### config.mk
export PLATFORM = sky130hd
export DESIGN_NAME = sbcfg_regs
export DESIGN_NICKNAME = d
export VERILOG_FILES = /design/src/logic/sbcfg_pkg.sv /design/src/logic/sbcfg_blank_timer.sv /design/src/logic/sbcfg_volt_map.sv /design/src/logic/sbcfg_regs.sv
export VERILOG_INCLUDE_DIRS = /design/src /design/src/logic
export SDC_FILE = /design/constraint.sdc
export NUM_CORES = 1
export LEC_CHECK = 0
export BUFFER_PORTS_ARGS = -buffer_cell sky130_fd_sc_hd__buf_4
export CORE_UTILIZATION = 40
export CTS_BUF_LIST = sky130_fd_sc_hd__clkbuf_4 sky130_fd_sc_hd__clkbuf_8 sky130_fd_sc_hd__clkbuf_16
export CTS_CLUSTER_SIZE = 10
export DETAILED_ROUTE_END_ITERATION = 7
export GPL_TIMING_DRIVEN = 1
export PLACE_DENSITY_LB_ADDON = 0.1
export SLEW_MARGIN = 10
export SYNTH_ARGS = -nofsm -noshare
export SYNTH_HDL_FRONTEND = slang
export SYNTH_SLANG_ARGS = --single-unit
### constraint.sdc
create_clock -name core_clk -period 4.6 [get_ports core_clk]
set_input_delay 0.92 -clock core_clk [delete_from_list [all_inputs] [get_ports core_clk]]
set_output_delay 0.92 -clock core_clk [all_outputs]
set_load 0.05 [all_outputs]
### src/logic/sbcfg_defs.svh
`ifndef SBCFG_DEFS_SVH
`define SBCFG_DEFS_SVH

// ----------------------------------------
// register offsets
// ----------------------------------------
`define SBCFG_ADDR_SWITCH 8'h15
`define SBCFG_ADDR_BUCK 8'h16

// ----------------------------------------
// reset values and writable masks
// ----------------------------------------
`define SBCFG_RST_SWITCH 8'h00
`define SBCFG_RST_BUCK 8'hab
`define SBCFG_MASK_SWITCH 8'h3f
`define SBCFG_MASK_BUCK 8'hbf

// ----------------------------------------
// field positions
// ----------------------------------------
`define SBCFG_SW_CUTOFF_LSB 3
`define SBCFG_SW_DISCHARGE_LSB 0
`define SBCFG_BUCK_LIGHTLOAD_BIT 7
`define SBCFG_BUCK_CODE_LSB 0

// ----------------------------------------
// voltage code map, millivolts
// ----------------------------------------
`define SBCFG_VOLT_BASE_MV 850
`define SBCFG_VOLT_FINE_STEP_MV 10
`define SBCFG_VOLT_KNEE_CODE 50
`define SBCFG_VOLT_KNEE_MV 1350
`define SBCFG_VOLT_COARSE_STEP_MV 25

// ----------------------------------------
// monitor blanking time
// ----------------------------------------
`define SBCFG_BLANK_TIME_US 5000
`define SBCFG_CLK_MHZ 40
`define SBCFG_BLANK_CYCLES (`SBCFG_BLANK_TIME_US * `SBCFG_CLK_MHZ)

`endif

### src/logic/sbcfg_pkg.sv
package sbcfg_pkg;

    // ----------------------------------------
    // register layouts
    // ----------------------------------------
    typedef struct packed {
        logic [1:0] rsvd;
        logic [2:0] cutoff;
        logic [2:0] discharge;
    } sbcfg_sw_cfg_t;

    typedef struct packed {
        logic lightLoad;
        logic rsvd;
        logic [5:0] code;
    } sbcfg_buck_t;

    // ----------------------------------------
    // register port request
    // ----------------------------------------
    typedef struct packed {
        logic wrEn;
        logic rdEn;
        logic [7:0] addr;
        logic [7:0] data;
    } sbcfg_req_t;

    // ----------------------------------------
    // blanking timer states
    // ----------------------------------------
    typedef enum logic [1:0] {
        SBCFG_IDLE = 2'b01,
        SBCFG_BLANK = 2'b10
    } sbcfg_blank_state_t;

endpackage

### src/logic/sbcfg_blank_timer.sv
`timescale 1ns/100ps
`include "sbcfg_defs.svh"

module sbcfg_blank_timer #(
    parameter int BLANK_CYCLES = `SBCFG_BLANK_CYCLES
) (
    input wire logic core_clk,
    input wire logic rst,
    input wire logic start,
    output logic blanking
);

    localparam int CW = $clog2(BLANK_CYCLES + 1);
    localparam logic [CW-1:0] LOAD = CW'(BLANK_CYCLES - 1);

    sbcfg_pkg::sbcfg_blank_state_t state;
    logic [CW-1:0] count;

    // ----------------------------------------
    // state and counter
    // ----------------------------------------
    // restartable blanking window
    always_ff @(posedge core_clk or posedge rst) begin
        if (rst) begin
            state <= sbcfg_pkg::SBCFG_IDLE;
            count <= '0;
        end else if (start) begin
            state <= sbcfg_pkg::SBCFG_BLANK;
            count <= LOAD;
        end else begin
            unique case (state)
                sbcfg_pkg::SBCFG_IDLE: begin
                    count <= '0;
                end
                sbcfg_pkg::SBCFG_BLANK: begin
                    if (count == '0) begin
                        state <= sbcfg_pkg::SBCFG_IDLE;
                    end else begin
                        count <= count - 1'b1;
                    end
                end
                default: begin
                    state <= sbcfg_pkg::SBCFG_IDLE;
                end
            endcase
        end
    end

    always_ff @(posedge core_clk or posedge rst) begin
        if (rst) begin
            blanking <= 1'b0;
        end else if (start) begin
            blanking <= 1'b1;
        end else if (state == sbcfg_pkg::SBCFG_BLANK && count == '0) begin
            blanking <= 1'b0;
        end
    end

endmodule

### src/logic/sbcfg_volt_map.sv
`timescale 1ns/100ps
`include "sbcfg_defs.svh"

module sbcfg_volt_map (
    input wire logic core_clk,
    input wire logic rst,
    input wire logic [5:0] code,
    output logic [10:0] millivolt
);

    localparam logic [10:0] BASE = 11'(`SBCFG_VOLT_BASE_MV);
    localparam logic [10:0] FINE = 11'(`SBCFG_VOLT_FINE_STEP_MV);
    localparam logic [5:0] KNEE = 6'(`SBCFG_VOLT_KNEE_CODE);
    localparam logic [10:0] KNEE_MV = 11'(`SBCFG_VOLT_KNEE_MV);
    localparam logic [10:0] COARSE = 11'(`SBCFG_VOLT_COARSE_STEP_MV);
    localparam logic [10:0] RST_MV = 11'(`SBCFG_VOLT_BASE_MV
        + `SBCFG_VOLT_FINE_STEP_MV * (`SBCFG_RST_BUCK & 8'h3f));

    // ----------------------------------------
    // code to millivolts
    // ----------------------------------------
    function automatic logic [10:0] to_mv(input logic [5:0] c);
        logic [10:0] wide;
        wide = {5'h00, c};
        if (c <= KNEE) begin
            to_mv = 11'(BASE + FINE * wide);
        end else begin
            to_mv = 11'(KNEE_MV + COARSE * (wide - {5'h00, KNEE}));
        end
    endfunction

    always_ff @(posedge core_clk or posedge rst) begin
        if (rst) begin
            millivolt <= RST_MV;
        end else begin
            millivolt <= to_mv(code);
        end
    end

endmodule

### src/logic/sbcfg_regs.sv
`timescale 1ns/100ps
`include "sbcfg_defs.svh"

// Function
// - switch config register at 0x15, all fields reset to zero.
// - bits 5..3 cut switches 3..1 off while power-fail indicator is low.
// - bits 2..0 discharge switches 3..1 outputs whenever the switch is off.
// - buck register at 0x16 resets to 0xab: light-load on, code 2Bh.
// - writes to both registers are refused unless the password unlocks them.
// - each accepted (unlocked) buck register write blanks over/under-voltage monitoring for 5 ms.
// - new voltage code applies only after a go or go-no-discharge command.
// - buck bit 7 selects light-load pulse skipping, 0 forces fixed frequency.
// - code 0..32h is 850 mV plus 10 mV steps, then 25 mV steps.
module sbcfg_regs #(
    parameter int BLANK_CYCLES = `SBCFG_BLANK_CYCLES
) (
    input wire logic core_clk,
    input wire logic rst,
    input sbcfg_pkg::sbcfg_req_t regReq,
    input wire logic writeUnlocked,
    input wire logic voltageApply,
    input wire logic voltage_apply_no_discharge,
    input wire logic power_fail_indicator_n,
    input wire logic [2:0] switchEnable,
    output logic [7:0] regRdData,
    output logic regRdValid,
    output logic writeRefused,
    output logic [2:0] switchOn,
    output logic [2:0] switchDischarge,
    output logic lightLoadMode,
    output logic [5:0] appliedCode,
    output logic [10:0] appliedMillivolt,
    output logic monitorBlank
);

    sbcfg_pkg::sbcfg_sw_cfg_t load_switch_config;
    sbcfg_pkg::sbcfg_buck_t first_buck_converter;
    logic hitSwitch;
    logic hitBuck;
    logic wrSwitch;
    logic wrBuck;
    logic goCmd;
    logic [2:0] next_switchOnVec;
    localparam logic [7:0] BUCK_RST = `SBCFG_RST_BUCK;
    localparam int AW = $clog2(BLANK_CYCLES + 2);
    localparam logic [AW-1:0] AGE_LAST = AW'(BLANK_CYCLES);
    localparam logic [AW-1:0] AGE_DONE = AW'(BLANK_CYCLES + 1);
    logic [AW-1:0] blankAge;

    // ----------------------------------------
    // address decode
    // ----------------------------------------
    assign hitSwitch = regReq.addr == `SBCFG_ADDR_SWITCH;
    assign hitBuck = regReq.addr == `SBCFG_ADDR_BUCK;
    assign wrSwitch = regReq.wrEn && hitSwitch && writeUnlocked;
    assign wrBuck = regReq.wrEn && hitBuck && writeUnlocked;
    assign goCmd = voltageApply || voltage_apply_no_discharge;

    // ----------------------------------------
    // register storage
    // ----------------------------------------
    // switch register reset and write
    always_ff @(posedge core_clk or posedge rst) begin
        if (rst) begin
            load_switch_config <= `SBCFG_RST_SWITCH;
        end else if (wrSwitch) begin
            load_switch_config <= regReq.data & `SBCFG_MASK_SWITCH;
        end
    end

    always_ff @(posedge core_clk or posedge rst) begin
        if (rst) begin
            first_buck_converter <= `SBCFG_RST_BUCK;
        end else if (wrBuck) begin
            first_buck_converter <= regReq.data & `SBCFG_MASK_BUCK;
        end
    end

    always_ff @(posedge core_clk or posedge rst) begin
        if (rst) begin
            writeRefused <= 1'b0;
        end else begin
            writeRefused <= regReq.wrEn && (hitSwitch || hitBuck) && !writeUnlocked;
        end
    end

    // ----------------------------------------
    // read port
    // ----------------------------------------
    always_ff @(posedge core_clk or posedge rst) begin
        if (rst) begin
            regRdData <= 8'h00;
            regRdValid <= 1'b0;
        end else begin
            regRdValid <= regReq.rdEn;
            if (regReq.rdEn && hitSwitch) begin
                regRdData <= load_switch_config;
            end else if (regReq.rdEn && hitBuck) begin
                regRdData <= first_buck_converter;
            end else begin
                regRdData <= 8'h00;
            end
        end
    end

    // ----------------------------------------
    // load switch control
    // ----------------------------------------
    genvar i;
    generate
        for (i = 0; i < 3; i++) begin : g_sw
            assign next_switchOnVec[i] = switchEnable[i]
                && !(load_switch_config.cutoff[i] && !power_fail_indicator_n);
        end
    endgenerate

    always_ff @(posedge core_clk or posedge rst) begin
        if (rst) begin
            switchOn <= 3'h0;
        end else begin
            switchOn <= next_switchOnVec;
        end
    end

    always_ff @(posedge core_clk or posedge rst) begin
        if (rst) begin
            switchDischarge <= 3'h0;
        end else begin
            switchDischarge <= load_switch_config.discharge & ~next_switchOnVec;
        end
    end

    // ----------------------------------------
    // buck converter control
    // ----------------------------------------
    // light-load mode select
    always_ff @(posedge core_clk or posedge rst) begin
        if (rst) begin
            lightLoadMode <= BUCK_RST[`SBCFG_BUCK_LIGHTLOAD_BIT];
        end else begin
            lightLoadMode <= first_buck_converter.lightLoad;
        end
    end

    always_ff @(posedge core_clk or posedge rst) begin
        if (rst) begin
            appliedCode <= 6'(`SBCFG_RST_BUCK);
        end else if (goCmd) begin
            appliedCode <= first_buck_converter.code;
        end
    end

    sbcfg_volt_map sbcfg_volt_map_i (
        .core_clk(core_clk),
        .rst(rst),
        .code(appliedCode),
        .millivolt(appliedMillivolt)
    );

    sbcfg_blank_timer #(
        .BLANK_CYCLES(BLANK_CYCLES)
    ) sbcfg_blank_timer_i (
        .core_clk(core_clk),
        .rst(rst),
        .start(wrBuck),
        .blanking(monitorBlank)
    );

    // ----------------------------------------
    // assertions
    // ----------------------------------------
    // age of the last accepted buck write
    always_ff @(posedge core_clk or posedge rst) begin
        if (rst) begin
            blankAge <= AGE_DONE;
        end else if (wrBuck) begin
            blankAge <= AW'(1);
        end else if (blankAge != AGE_DONE) begin
            blankAge <= blankAge + 1'b1;
        end
    end

    property p_reset_values;
        @(posedge core_clk) disable iff (rst)
        $past(rst) |-> (load_switch_config == `SBCFG_RST_SWITCH)
            && (first_buck_converter == `SBCFG_RST_BUCK);
    endproperty
    a_reset_values: assert property (p_reset_values)
        else $error("reset values wrong");

    property p_cutoff;
        @(posedge core_clk) disable iff (rst)
        (load_switch_config.cutoff[0] && !power_fail_indicator_n) |=> !switchOn[0];
    endproperty
    a_cutoff: assert property (p_cutoff)
        else $error("switch stayed on during power fail");

    property p_no_cutoff;
        @(posedge core_clk) disable iff (rst)
        (!load_switch_config.cutoff[1] && switchEnable[1]) |=> switchOn[1];
    endproperty
    a_no_cutoff: assert property (p_no_cutoff)
        else $error("switch dropped without cutoff");

    property p_discharge;
        @(posedge core_clk) disable iff (rst)
        switchDischarge[2] |-> !switchOn[2] && $past(load_switch_config.discharge[2]);
    endproperty
    a_discharge: assert property (p_discharge)
        else $error("discharge while on or disabled");

    property p_refused;
        @(posedge core_clk) disable iff (rst)
        (regReq.wrEn && hitBuck && !writeUnlocked)
            |=> $stable(first_buck_converter) && writeRefused;
    endproperty
    a_refused: assert property (p_refused)
        else $error("locked write changed register");

    property p_refused_sw;
        @(posedge core_clk) disable iff (rst)
        (regReq.wrEn && hitSwitch && !writeUnlocked)
            |=> $stable(load_switch_config) && writeRefused;
    endproperty
    a_refused_sw: assert property (p_refused_sw)
        else $error("locked write changed switch register");

    property p_blank;
        @(posedge core_clk) disable iff (rst)
        wrBuck |=> monitorBlank [*8];
    endproperty
    a_blank: assert property (p_blank)
        else $error("blanking not held after write");

    property p_blank_len;
        @(posedge core_clk) disable iff (rst)
        monitorBlank == (blankAge <= AGE_LAST);
    endproperty
    a_blank_len: assert property (p_blank_len)
        else $error("blanking length wrong");

    property p_apply;
        @(posedge core_clk) disable iff (rst)
        !goCmd |=> $stable(appliedCode);
    endproperty
    a_apply: assert property (p_apply)
        else $error("code changed without go");

    property p_apply_go;
        @(posedge core_clk) disable iff (rst)
        goCmd |=> appliedCode == $past(first_buck_converter.code);
    endproperty
    a_apply_go: assert property (p_apply_go)
        else $error("go did not apply code");

    property p_light;
        @(posedge core_clk) disable iff (rst)
        wrBuck |=> ##1 lightLoadMode == $past(regReq.data[7], 2);
    endproperty
    a_light: assert property (p_light)
        else $error("light-load mode not following bit 7");

    property p_knee;
        @(posedge core_clk) disable iff (rst)
        appliedCode == 6'h32 |=> appliedMillivolt == 11'h546;
    endproperty
    a_knee: assert property (p_knee)
        else $error("knee voltage wrong");

    property p_rsvd;
        @(posedge core_clk) disable iff (rst)
        regRdValid |-> !regRdData[6];
    endproperty
    a_rsvd: assert property (p_rsvd)
        else $error("reserved bit read nonzero");

    property p_rsvd_store;
        @(posedge core_clk) disable iff (rst)
        (load_switch_config.rsvd == 2'h0) && (first_buck_converter.rsvd == 1'h0);
    endproperty
    a_rsvd_store: assert property (p_rsvd_store)
        else $error("reserved bit stored nonzero");

    property p_read_buck;
        @(posedge core_clk) disable iff (rst)
        (regReq.rdEn && hitBuck)
            |=> regRdValid && (regRdData == $past(first_buck_converter));
    endproperty
    a_read_buck: assert property (p_read_buck)
        else $error("buck register read back wrong");

    c_go: cover property (@(posedge core_clk) disable iff (rst) wrBuck ##[1:20] goCmd);
    c_cut: cover property (@(posedge core_clk) disable iff (rst)
        switchEnable[0] && !switchOn[0]);
    c_refuse: cover property (@(posedge core_clk) disable iff (rst) writeRefused);
    c_blank_end: cover property (@(posedge core_clk) disable iff (rst) $fell(monitorBlank));
    c_go_nodis: cover property (@(posedge core_clk) disable iff (rst)
        voltage_apply_no_discharge && !voltageApply);

endmodule

After elaboration in Yosys (flattened, before gate mapping)
Index checks and enable logic that the tools add are counted.

operators by class
  $add $sub $neg = 4
  multipliers = 2
  divide/modulo/power cells = 0
  magnitude comparators = 1
  eq/ne operators = 7
  shifts and indexed selects = 0
  mux-type cells = 11
  bitwise logic cells = 2
  reduce and logical (&&, ||, !) cells = 27

operators with widths
  kind                                                   count
  2-to-1 mux 18 bit                                      2
  one-hot mux 18 bit (2 select lines)                    1
  zero test 18 bit                                       1
  subtractor 18 x 1 -> 18 bit, second input constant     1
  equality test 8 x 5 -> 1 bit, second input constant    2
  2-to-1 mux 8 bit                                       2
  logical AND 1 bit                                      15
  adder 10 x 10 -> 11 bit, first input constant          1
  adder 11 bit, first input constant                     1
  multiplier 5 x 11 -> 11 bit, first input constant      1
  2-to-1 mux 11 bit                                      1
  multiplier 3 x 6 -> 9 bit, first input constant        1
  subtractor 6 x 6 -> 7 bit, second input constant       1
  <= comparator 6 bit, second input constant             1
  inequality test 3 x 2 -> 1 bit, second input constant  2
  zero test 1 bit                                        5
  2-to-1 mux 2 bit                                       2
  one-hot mux 2 bit (2 select lines)                     1
  AND reduction 2 bit                                    2
  bitwise AND 3 bit                                      1
  inverter 3 bit                                         1
  nonzero test 3 bit                                     1
  equality test 2 x 1 -> 1 bit, second input constant    1
  equality test 2 bit, second input constant             1
  4 further kinds                                        6

word-level totals
  flip-flop bits (word level) = 68
  bits in latches = 0
  memory bits (writable) = 0
  ROM bits = 0
  output and inout bits = 35
  logic and storage cells = 69
  memories kept = 0

Depth between registers and ports, before layout
Gate-level depths: netlist of the first run.

  word-level depth = 6
  gate-level depth with buffers = 15

Hierarchy
From an unflattened synthesis of the first run, not the netlist that was laid out.

unflattened totals
  cell total of the unflattened synthesis = 390
  area, all modules = 4,100.2 µm²

by module, submodules not included
  module             instances  cells each  area each (µm²)  sequential area each (µm²)
  sbcfg_volt_map     1          164         1,534.0          277.8
  sbcfg_regs         1          94          1,378.8          888.4
  sbcfg_blank_timer  1          132         1,187.4          526.8

Worst setup path after synthesis of the first run
Ideal clock, no wire load.

  kind = flip-flop to flip-flop
  start point = register appliedCode[1]
  end point = register sbcfg_volt_map_i.millivolt[9]
  data arrival time = 3.497 ns
  data required time = 4.464 ns
  path slack = 0.968 ns
  stages on the path, launching flop included = 16
  clock period less this slack = 3.632 ns
  path through = dfstp_2 -> inv_1 -> ha_1 -> xor2_1 -> inv_1 -> ha_1 -> inv_1 -> ha_1 -> xor2_1 -> ha_1 -> ha_1 -> o21a_1 -> o31a_1 -> o22ai_1 -> xor2_1 -> mux2i_1

between the ends
  cells in the longest elaborated chain, start to end = 4
  elaborated cells between the ends (all ways) = 7

RTL lines
  item                         RTL line              source
  from (decl)                  sbcfg_regs.sv:31      output logic [5:0] appliedCode,
  from (signal assigned)       sbcfg_regs.sv:147     appliedCode <= 6'(`SBCFG_RST_BUCK);
  from (signal assigned)       sbcfg_regs.sv:149     appliedCode <= first_buck_converter.code;
  subtractor 6 x 6 -> 7 bit    sbcfg_volt_map.sv:28  to_mv = 11'(KNEE_MV + COARSE * (wide - {5'h00, KNEE}));
  multiplier 5 x 11 -> 11 bit  sbcfg_volt_map.sv:28
  adder 11 bit                 sbcfg_volt_map.sv:28
  2-to-1 mux 11 bit *          sbcfg_volt_map.sv:25  if (c <= KNEE) begin
  to (signal assigned)         sbcfg_volt_map.sv:36  millivolt <= to_mv(code);
  to (decl)                    sbcfg_volt_map.sv:8   output logic [10:0] millivolt

Mark *: on every way between the ends. The rest lies on a longest branch, timed or not.
A chain may end at the register's enable or synchronous reset.

Final worst setup path of the first run
Same ends and word-level chain as after synthesis.

==> results by group, run 1 <==
Outcome
  – Outcome: finished, final reports clean

Setup path
  – Maximum fanout along the worst path: 10
  – Slowest CP cell: dfstp_2
  – R2R Path Start: appliedCode[1]
  – Reg2Reg Setup Slack: 0.79 ns
  – Largest stage delay, worst path: roughly 0.66 ns
  – CP cell instances: inv_1, ha_1, xor2_1, inv_1, ha_1, inv_1, ha_1, xor2_1, ha_1, ha_1, o21a_1, o31a_1, o22ai_1, xor2_1, mux2i_1
  – Reg2reg end: sbcfg_volt_map_i.millivolt[9]
  – Top delay family on crit path: adder cells
  – Buffers & Inverters on Critical Path: 3
  – CP Data Required Time: 4.81 ns
  – Crit path DAT: between 4 and 5 ns
  – R2R depth: 15
  – Startpoint Class: register
  – Crit path kind: reg -> reg
  – CP dominant cell by count: ha_1
  – Crit end category: register

Synthesis
  – Yosys warns: 0
  – Post-synth EDFFs: 0
  – Post-synthesis xor/xnor area fraction: 5.39%
  – FF+latch count, synth: between 60 and 70
  – Avg Cell Area, Syn: 9.82 um^2
  – Synth area leaders: dfrtp_1 33%, ha_1 11%, dfstp_2 8.3%, mux2_2 3.6%, nand2_1 3.3%
  – Synth Area in Compound Gates: 14.8%
  – Synthesized instance count: roughly 420
  – Primary FF master, synth: dfrtp_1
  – Synth area leader: dfrtp_1
  – Sequential share of the synthesized area: between 40% and 50%
  – Largest family of logic cells by synthesized area: simple AND/OR/NAND/NOR gates
  – Mux cell area share after synthesis: around 4.3%
  – Top-area cell type share of the netlist area: between 30% and 40%
  – Synth Area in Adders: about 12%
  – Syn_nets: between 400 and 500
  – Asr flop ratio synth: 100%
  – Unique masters post-synth: 59
  – Post-Synth Simple-Gate Area: about 18%
  – Synthesized area: just over 0.004 mm^2

CTS
  – TritonCTS clock tree: yes
  – PostCTS Resize Cnt: 0
  – Worst-case clock buffer depth: 2
  – Hold buffer count at cts: 0
  – Root Driver: clkbuf_8
  – Post-CTS setup buffers: 0
  – Num CTS Buffers: 9
  – CTS H-tree depth: 3
  – Worst-path clk slew: around 0.08 ns
  – Clk sinks: between 60 and 70
  – Clk_lat worst skew: roughly 0.35 ns

Drt
  – Routed length per placed instance: 14.7 um
  – Antenna-violating nets left: 0
  – # DRC: 0
  – Routed via count: 3,208
  – DR iter-0 viols: 88
  – Final wirelength: about 9000 um
  – Pre-antenna DRT Iters: 4
  – Vias per cell: approximately 5.2

Job
  – MaxCap Viol Count: 0

Cells and area
  – N_diodes: 0
  – Share of layout cells above drive strength 1: 23.2%
  – Area growth syn-to-layout: 18.5%
  – Layout net count: 540

Min path
  – Hold_sp: first_buck_converter[7]
  – Worst hold path depth: 0
  – Hold WC Path Type: reg -> reg
  – Min-Delay Endpoint: lightLoadMode

Placement
  – Worst slack, placed: about 0.76 ns
  – GP Congestion: 0.851
  – DP Wirelength: about 6700 um
  – Number of port buffers: 59

Power
  – Maximum vdd drop: 0.158 mV
  – P_leak: roughly 2.2 nW
  – Clk pwr share: a little under a third
  – Power Density: 335 mW/mm^2
  – Sw Pwr: 0.000554 W
  – Internal power: roughly 0.0011 W
  – Share of power burned in registers: ~42%
  – Part of the power in combinational logic: a little over a quarter
  – Sw Ratio: ~34%

Timing
  – Min cycle time layout: roughly 3.8 ns
  – RSZ-0062 raised after global routing: false
  – Max Freq: 0.262 GHz
  – Final Hold Viols: 0
  – Actual slew at the worst max-slew pin: 0.928 ns
  – Hold slack final: between 0.3 and 0.4 ns
  – Final period util: between 80 and 90%
  – Final Max Slew Viols: 0
  – Relative slew slack: 38.0%
  – Setup TNS: 0 ns
  – Setup WS post-layout: just under 0.8 ns
  – Worst Clk Skew: between 0.009 and 0.01 ns
  – Final setup viols: 0

Global route
  – First-pass GRT wire length: 15,400 um
  – Total grt overflow: 0
  – Largest net degree at the start of global routing: 43
  – Vias in the first global route: about 3,100
  – Initial antenna violation count: 0
  – GRT Total Usage: between 10% and 20%

Floorplan
  – Die ar.: 0.0107 mm^2
  – I/O pin total: 62
  – Initial core utilization: a little over two fifths
  – Rows: 36
  – Chip width: 103 um
  – Core area: between 0.009 and 0.01 mm^2
  – Die height: 103 um
[worst max-delay path by stage]
stage,from,to,slack [ns],cells past startpoint
6_report,appliedCode[1],sbcfg_volt_map_i.millivolt[9],0.79,15
5_1_grt,appliedCode[1],sbcfg_volt_map_i.millivolt[9],0.52,15
4_1_cts,appliedCode[1],sbcfg_volt_map_i.millivolt[9],0.77,15
3_5_place_dp,appliedCode[1],sbcfg_volt_map_i.millivolt[9],0.76,15
3_3_place_gp,appliedCode[1],sbcfg_volt_map_i.millivolt[9],0.80,15
2_1_floorplan,appliedCode[1],sbcfg_volt_map_i.millivolt[9],0.97,15
[Yosys cell counts, drive strengths merged (12+ instances only)]
master	number
xor2	13
inv	29
mux2	13
ha	36
nand2	36
o21ai	25
dfstp	13
clkbuf	12
dfrtp	54
a21oi	26
nand3	13
nor2	22
[power by group through the flow]
stage	clock (W)	combinational [W]	sequential, W
4_1_cts	0.000528	0.000431	0.000691
3_3_place_gp	0	0.000422	0.000700
3_5_place_dp	0	0.000429	0.000702
2_1_floorplan	0	0.000299	0.000719
6_report	0.000510	0.000428	0.000692
5_1_grt	0.000555	0.000483	0.000701
[cells in the final DEF, fill, tap and decap left out, types with 3 or more instances in the layout]
| cell | netlist | layout |
|---|---|---|
| a21boi_0 | 3 | 3 |
| a21o_1 | 5 | 5 |
| a21oi_1 | 26 | 26 |
| a22oi_1 | 6 | 6 |
| a31oi_1 | 5 | 5 |
| and2_1 | 3 | 3 |
| and3_1 | 5 | 5 |
| buf_4 | 1 | 60 |
| clkbuf_8 | 0 | 9 |
| dfrtp_1 | 54 | 54 |
| dfstp_2 | 13 | 13 |
| fa_1 | 3 | 3 |
| ha_1 | 36 | 36 |
| inv_1 | 29 | 28 |
| inv_6 | 0 | 4 |
| mux2_2 | 13 | 13 |
| mux2i_1 | 3 | 3 |
| nand2_1 | 36 | 36 |
| nand3_1 | 13 | 13 |
| nor2_1 | 22 | 22 |
| nor2b_1 | 9 | 9 |
| nor3_1 | 8 | 8 |
| nor3b_1 | 4 | 4 |
| nor4_1 | 5 | 5 |
| nor4b_1 | 3 | 3 |
| o211ai_1 | 4 | 4 |
| o21ai_0 | 25 | 25 |
| o21bai_1 | 4 | 4 |
| o311ai_0 | 3 | 3 |
| o31a_1 | 3 | 3 |
| or2_2 | 3 | 3 |
| or3_1 | 5 | 5 |
| or4_1 | 3 | 3 |
| xnor2_1 | 7 | 7 |
| xor2_1 | 13 | 13 |
[metrics by stage]
step	util [%]	area [um^2]	cells	total power [W]
final	49.3	4860	612	0.00163
after global placement	47.2	4660	596	0.00112
after global routing	49.3	4860	612	0.00174
after floorplan	-	4110	418	0.00102
after detailed placement	47.2	4660	596	0.00113
after CTS	49.3	4860	612	0.00165
[layer usage]
| metal | routed length, um | track usage [%] |
|---|---|---|
| met5 | 0 | 0 |
| met4 | 62 | 4.88 |
| met3 | 274 | 4.50 |
| met2 | 4570 | 32.9 |
| met1 | 4110 | 23.9 |
[area by class of cell]
type                    instances  area [um^2]
repair buffers                 60          450
flip-flops and latches         67         1690
clock buffers                   9          124
well taps                     133          166
multi-input cells             307         2240
fillers                       959         5000
inverters                      29          109
clock inverters                 7         81.3
[registers in the layout, summed over array words and instances, names as in the netlist]
signal,cells
sbcfg_blank_timer_i.count,18
sbcfg_volt_map_i.millivolt,11
first_buck_converter,7
regRdData,7
appliedCode,6
load_switch_config,6
switchDischarge,3
switchOn,3
sbcfg_blank_timer_i.state,2
lightLoadMode,1
regRdValid,1
sbcfg_blank_timer_i.blanking,1
writeRefused,1
[cell families (layout without fill, tap and decap cells)]
family	Yosys count	after routing
AO/OA/AOI/OAI	96	96
XOR/XNOR	22	22
adder cells (fa/ha/maj)	39	39
buffers and inverters	44	105
flip-flops	67	67
multiplexers	16	16
other	1	1
AND/OR/NAND/NOR	133	133
No activity file was read; power rests on OpenSTA's default activity.
==> run 2, diff against run 1 <==
==> constraint.sdc (replaced) <==
create_clock -name core_clk -period 3.35 [get_ports core_clk]
set_input_delay 0.67 -clock core_clk [delete_from_list [all_inputs] [get_ports core_clk]]
set_output_delay 0.67 -clock core_clk [all_outputs]
set_load 0.05 [all_outputs]
==> results by group, run 2 (synthesis gave the netlist of run 1 again) <==
Drt
  – DR iter-0 viols: between 50 and 60
  – Pre-antenna DRT Iters: 4
  – Routed via count: ~3,300
  – Final wirelength: 9160 um
  – Vias per cell: between 5 and 6
  – Routed length per placed instance: 14.6 um
  – Antenna-violating nets left: 0
  – # DRC: 0

Global route
  – Gr busiest metal: met2
  – Total grt overflow: 0
  – First-pass GRT wire length: between 15,000 and 20,000 um
  – M2 GR Usage: between 30% and 40%
  – Vias in the first global route: ~3,400
  – Initial antenna violation count: 0
  – GR Layer Usage met3: approximately 2.3%
  – Largest net degree at the start of global routing: slightly below 70
  – Met1 Usage GRT: 24.5%
  – GRT Total Usage: 19.2%

Power
  – Internal power: 0.00155 W
  – Sw Pwr: around 0.0008 W
  – Share of power burned in registers: between 40% and 50%
  – Power Density: 462 mW/mm^2
  – Clk pwr share: between 30 and 40%
  – Sw Ratio: between 30% and 40%
  – Maximum vdd drop: about 0.24 mV
  – P_leak: between 2 and 2.5 nW
  – Part of the power in combinational logic: around 29%

CTS
  – Hold buffer count at cts: 0
  – Worst-case clock buffer depth: 2
  – Num CTS Buffers: 9
  – TritonCTS clock tree: yes
  – Clk sinks: 67
  – Root Driver: clkbuf_8
  – Clk_lat worst skew: between 0.3 and 0.4 ns
  – Worst-path clk slew: about 0.090 ns
  – CTS H-tree depth: 3

Cells and area
  – Cell area after layout: 0.00509 mm^2
  – Fin cells: approximately 630
  – Most frequent cells in the layout: 74 x buf_4, 53 x dfrtp_1, 36 x nand2_1
  – Most common cell after layout, fill and taps aside: buf_4
  – Share of layout cells above drive strength 1: between 20% and 30%
  – Fillers: 910
  – Layout net count: 554
  – Top reg by flops: sbcfg_blank_timer_i.count
  – Max reg flops: 18
  – Largest regs: sbcfg_blank_timer_i.count x18, sbcfg_volt_map_i.millivolt x11
  – N_diodes: 0
  – Area growth syn-to-layout: 24.1%

Setup path
  – Crit end category: register
  – Largest stage delay, worst path: between 0.6 and 0.7 ns
  – CP Data Required Time: between 3 and 4 ns
  – Startpoint Class: register
  – Slowest CP cell: dfstp_4
  – Crit path kind: reg -> reg
  – Maximum fanout along the worst path: 4
  – Crit path DAT: around 3.4 ns
  – CP cell instances: inv_4, ha_4, xor2_2, inv_2, buf_4, xnor2_1, ha_1, xor2_1, ha_1, ha_4, o21a_1, o31a_1, o22ai_2, xor2_1, mux2i_1

Timing
  – Final Max Slew Viols: 0
  – Final period util: between 90 and 100%
  – Relative slew slack: between 40% and 50%
  – Max Freq: about 0.31 GHz
  – Actual slew at the worst max-slew pin: between 0.8 and 0.9 ns
  – Hold slack final: about 0.39 ns
  – Final setup viols: 0
  – Worst Clk Skew: roughly 0.015 ns
  – Min cycle time layout: 3.21 ns
  – Final Hold Viols: 0

Floorplan
  – I/O pin total: 62
  – Chip width: 103 um
  – Die ar.: 0.0107 mm^2
  – Die height: ~100 um
  – Initial core utilization: a little over two fifths
  – Core area: between 0.009 and 0.01 mm^2
  – Rows: 36

Placement
  – Placed insts: around 600
  – DP Wirelength: 6770 um
  – GP Congestion: between 0.9 and 1
  – Post-DP Area: about 0.0048 mm^2
  – Number of port buffers: between 50 and 60

Min path
  – Hold WC Path Type: reg -> reg

Outcome
  – Outcome: finished, final reports clean

Job
  – MaxCap Viol Count: 0
run 2: repair_timing:
action                     in CTS  in global routing
setup endpoints to repair       0                  4
buffers inserted                0                  1
resized for setup               0                 11
run 2: worst paths after layout:
check                                           endpoint  slack [ns]                     from  cells after the start
min in group asynchronous                     regRdValid        0.57                      rst                      3
hold / removal                             lightLoadMode        0.39  first_buck_converter[7]                      0
hold reg to reg                            lightLoadMode        0.39  first_buck_converter[7]                      0
max in group asynchronous                 appliedCode[2]        2.19                      rst                      3
setup reg to reg           sbcfg_volt_map_i.millivolt[9]        0.14           appliedCode[1]                     15
setup / recovery           sbcfg_volt_map_i.millivolt[9]        0.14           appliedCode[1]                     15
run 2: area by class of cell:
cell class / count / area [um^2] / share of cell area (%)
flip-flops and latches: 67 / 1700 / 33.3
clock buffers: 9 / 124 / 2.43
clock inverters: 7 / 80.1 / 1.57
multi-input cells: 307 / 2360 / 46.3
inverters: 29 / 111 / 2.19
well taps: 133 / 166 / 3.27
repair buffers: 74 / 556 / 10.9
run 2: worst max-delay path, delay by kind of cell, from the launching register on:
kind,cells,cell delay (ns)
buffers and inverters,3,0.23
adders and majority gates,4,1.14
muxes,1,0.09
AOI/OAI and AO/OA,3,0.36
DFF,1,0.65
xor gates and xnor gates,4,0.60
run 2: metrics by stage:
stage	TNS (ns)	setup slack (ns)	power (W)	utilization, %
after floorplan	0	0.000180	0.00144	-
after global placement	0	0.0566	0.00161	48.9
after detailed placement	0	0.0198	0.00162	48.9
after CTS	0	0.00142	0.00234	50.9
after global routing	-0.0307	-0.0275	0.00250	51.6
final	0	0.140	0.00235	51.6
run 2: power groups by stage:
stage	Sequential, W	Combinational (W)	Clock (W)
3_3_place_gp	0.000961	0.000649	0
5_1_grt	0.000958	0.000772	0.000774
6_report	0.000947	0.000682	0.000723
2_1_floorplan	0.000987	0.000453	0
4_1_cts	0.000946	0.000660	0.000736
3_5_place_dp	0.000959	0.000659	0
run 2: layer usage:
layer / vias to the layer above / part of all wire, %
met5: - / 0
met4: 0 / 1.0
met3: 8 / 2.6
met2: 60 / 50
met1: 1575 / 46
li1: 1624 / -
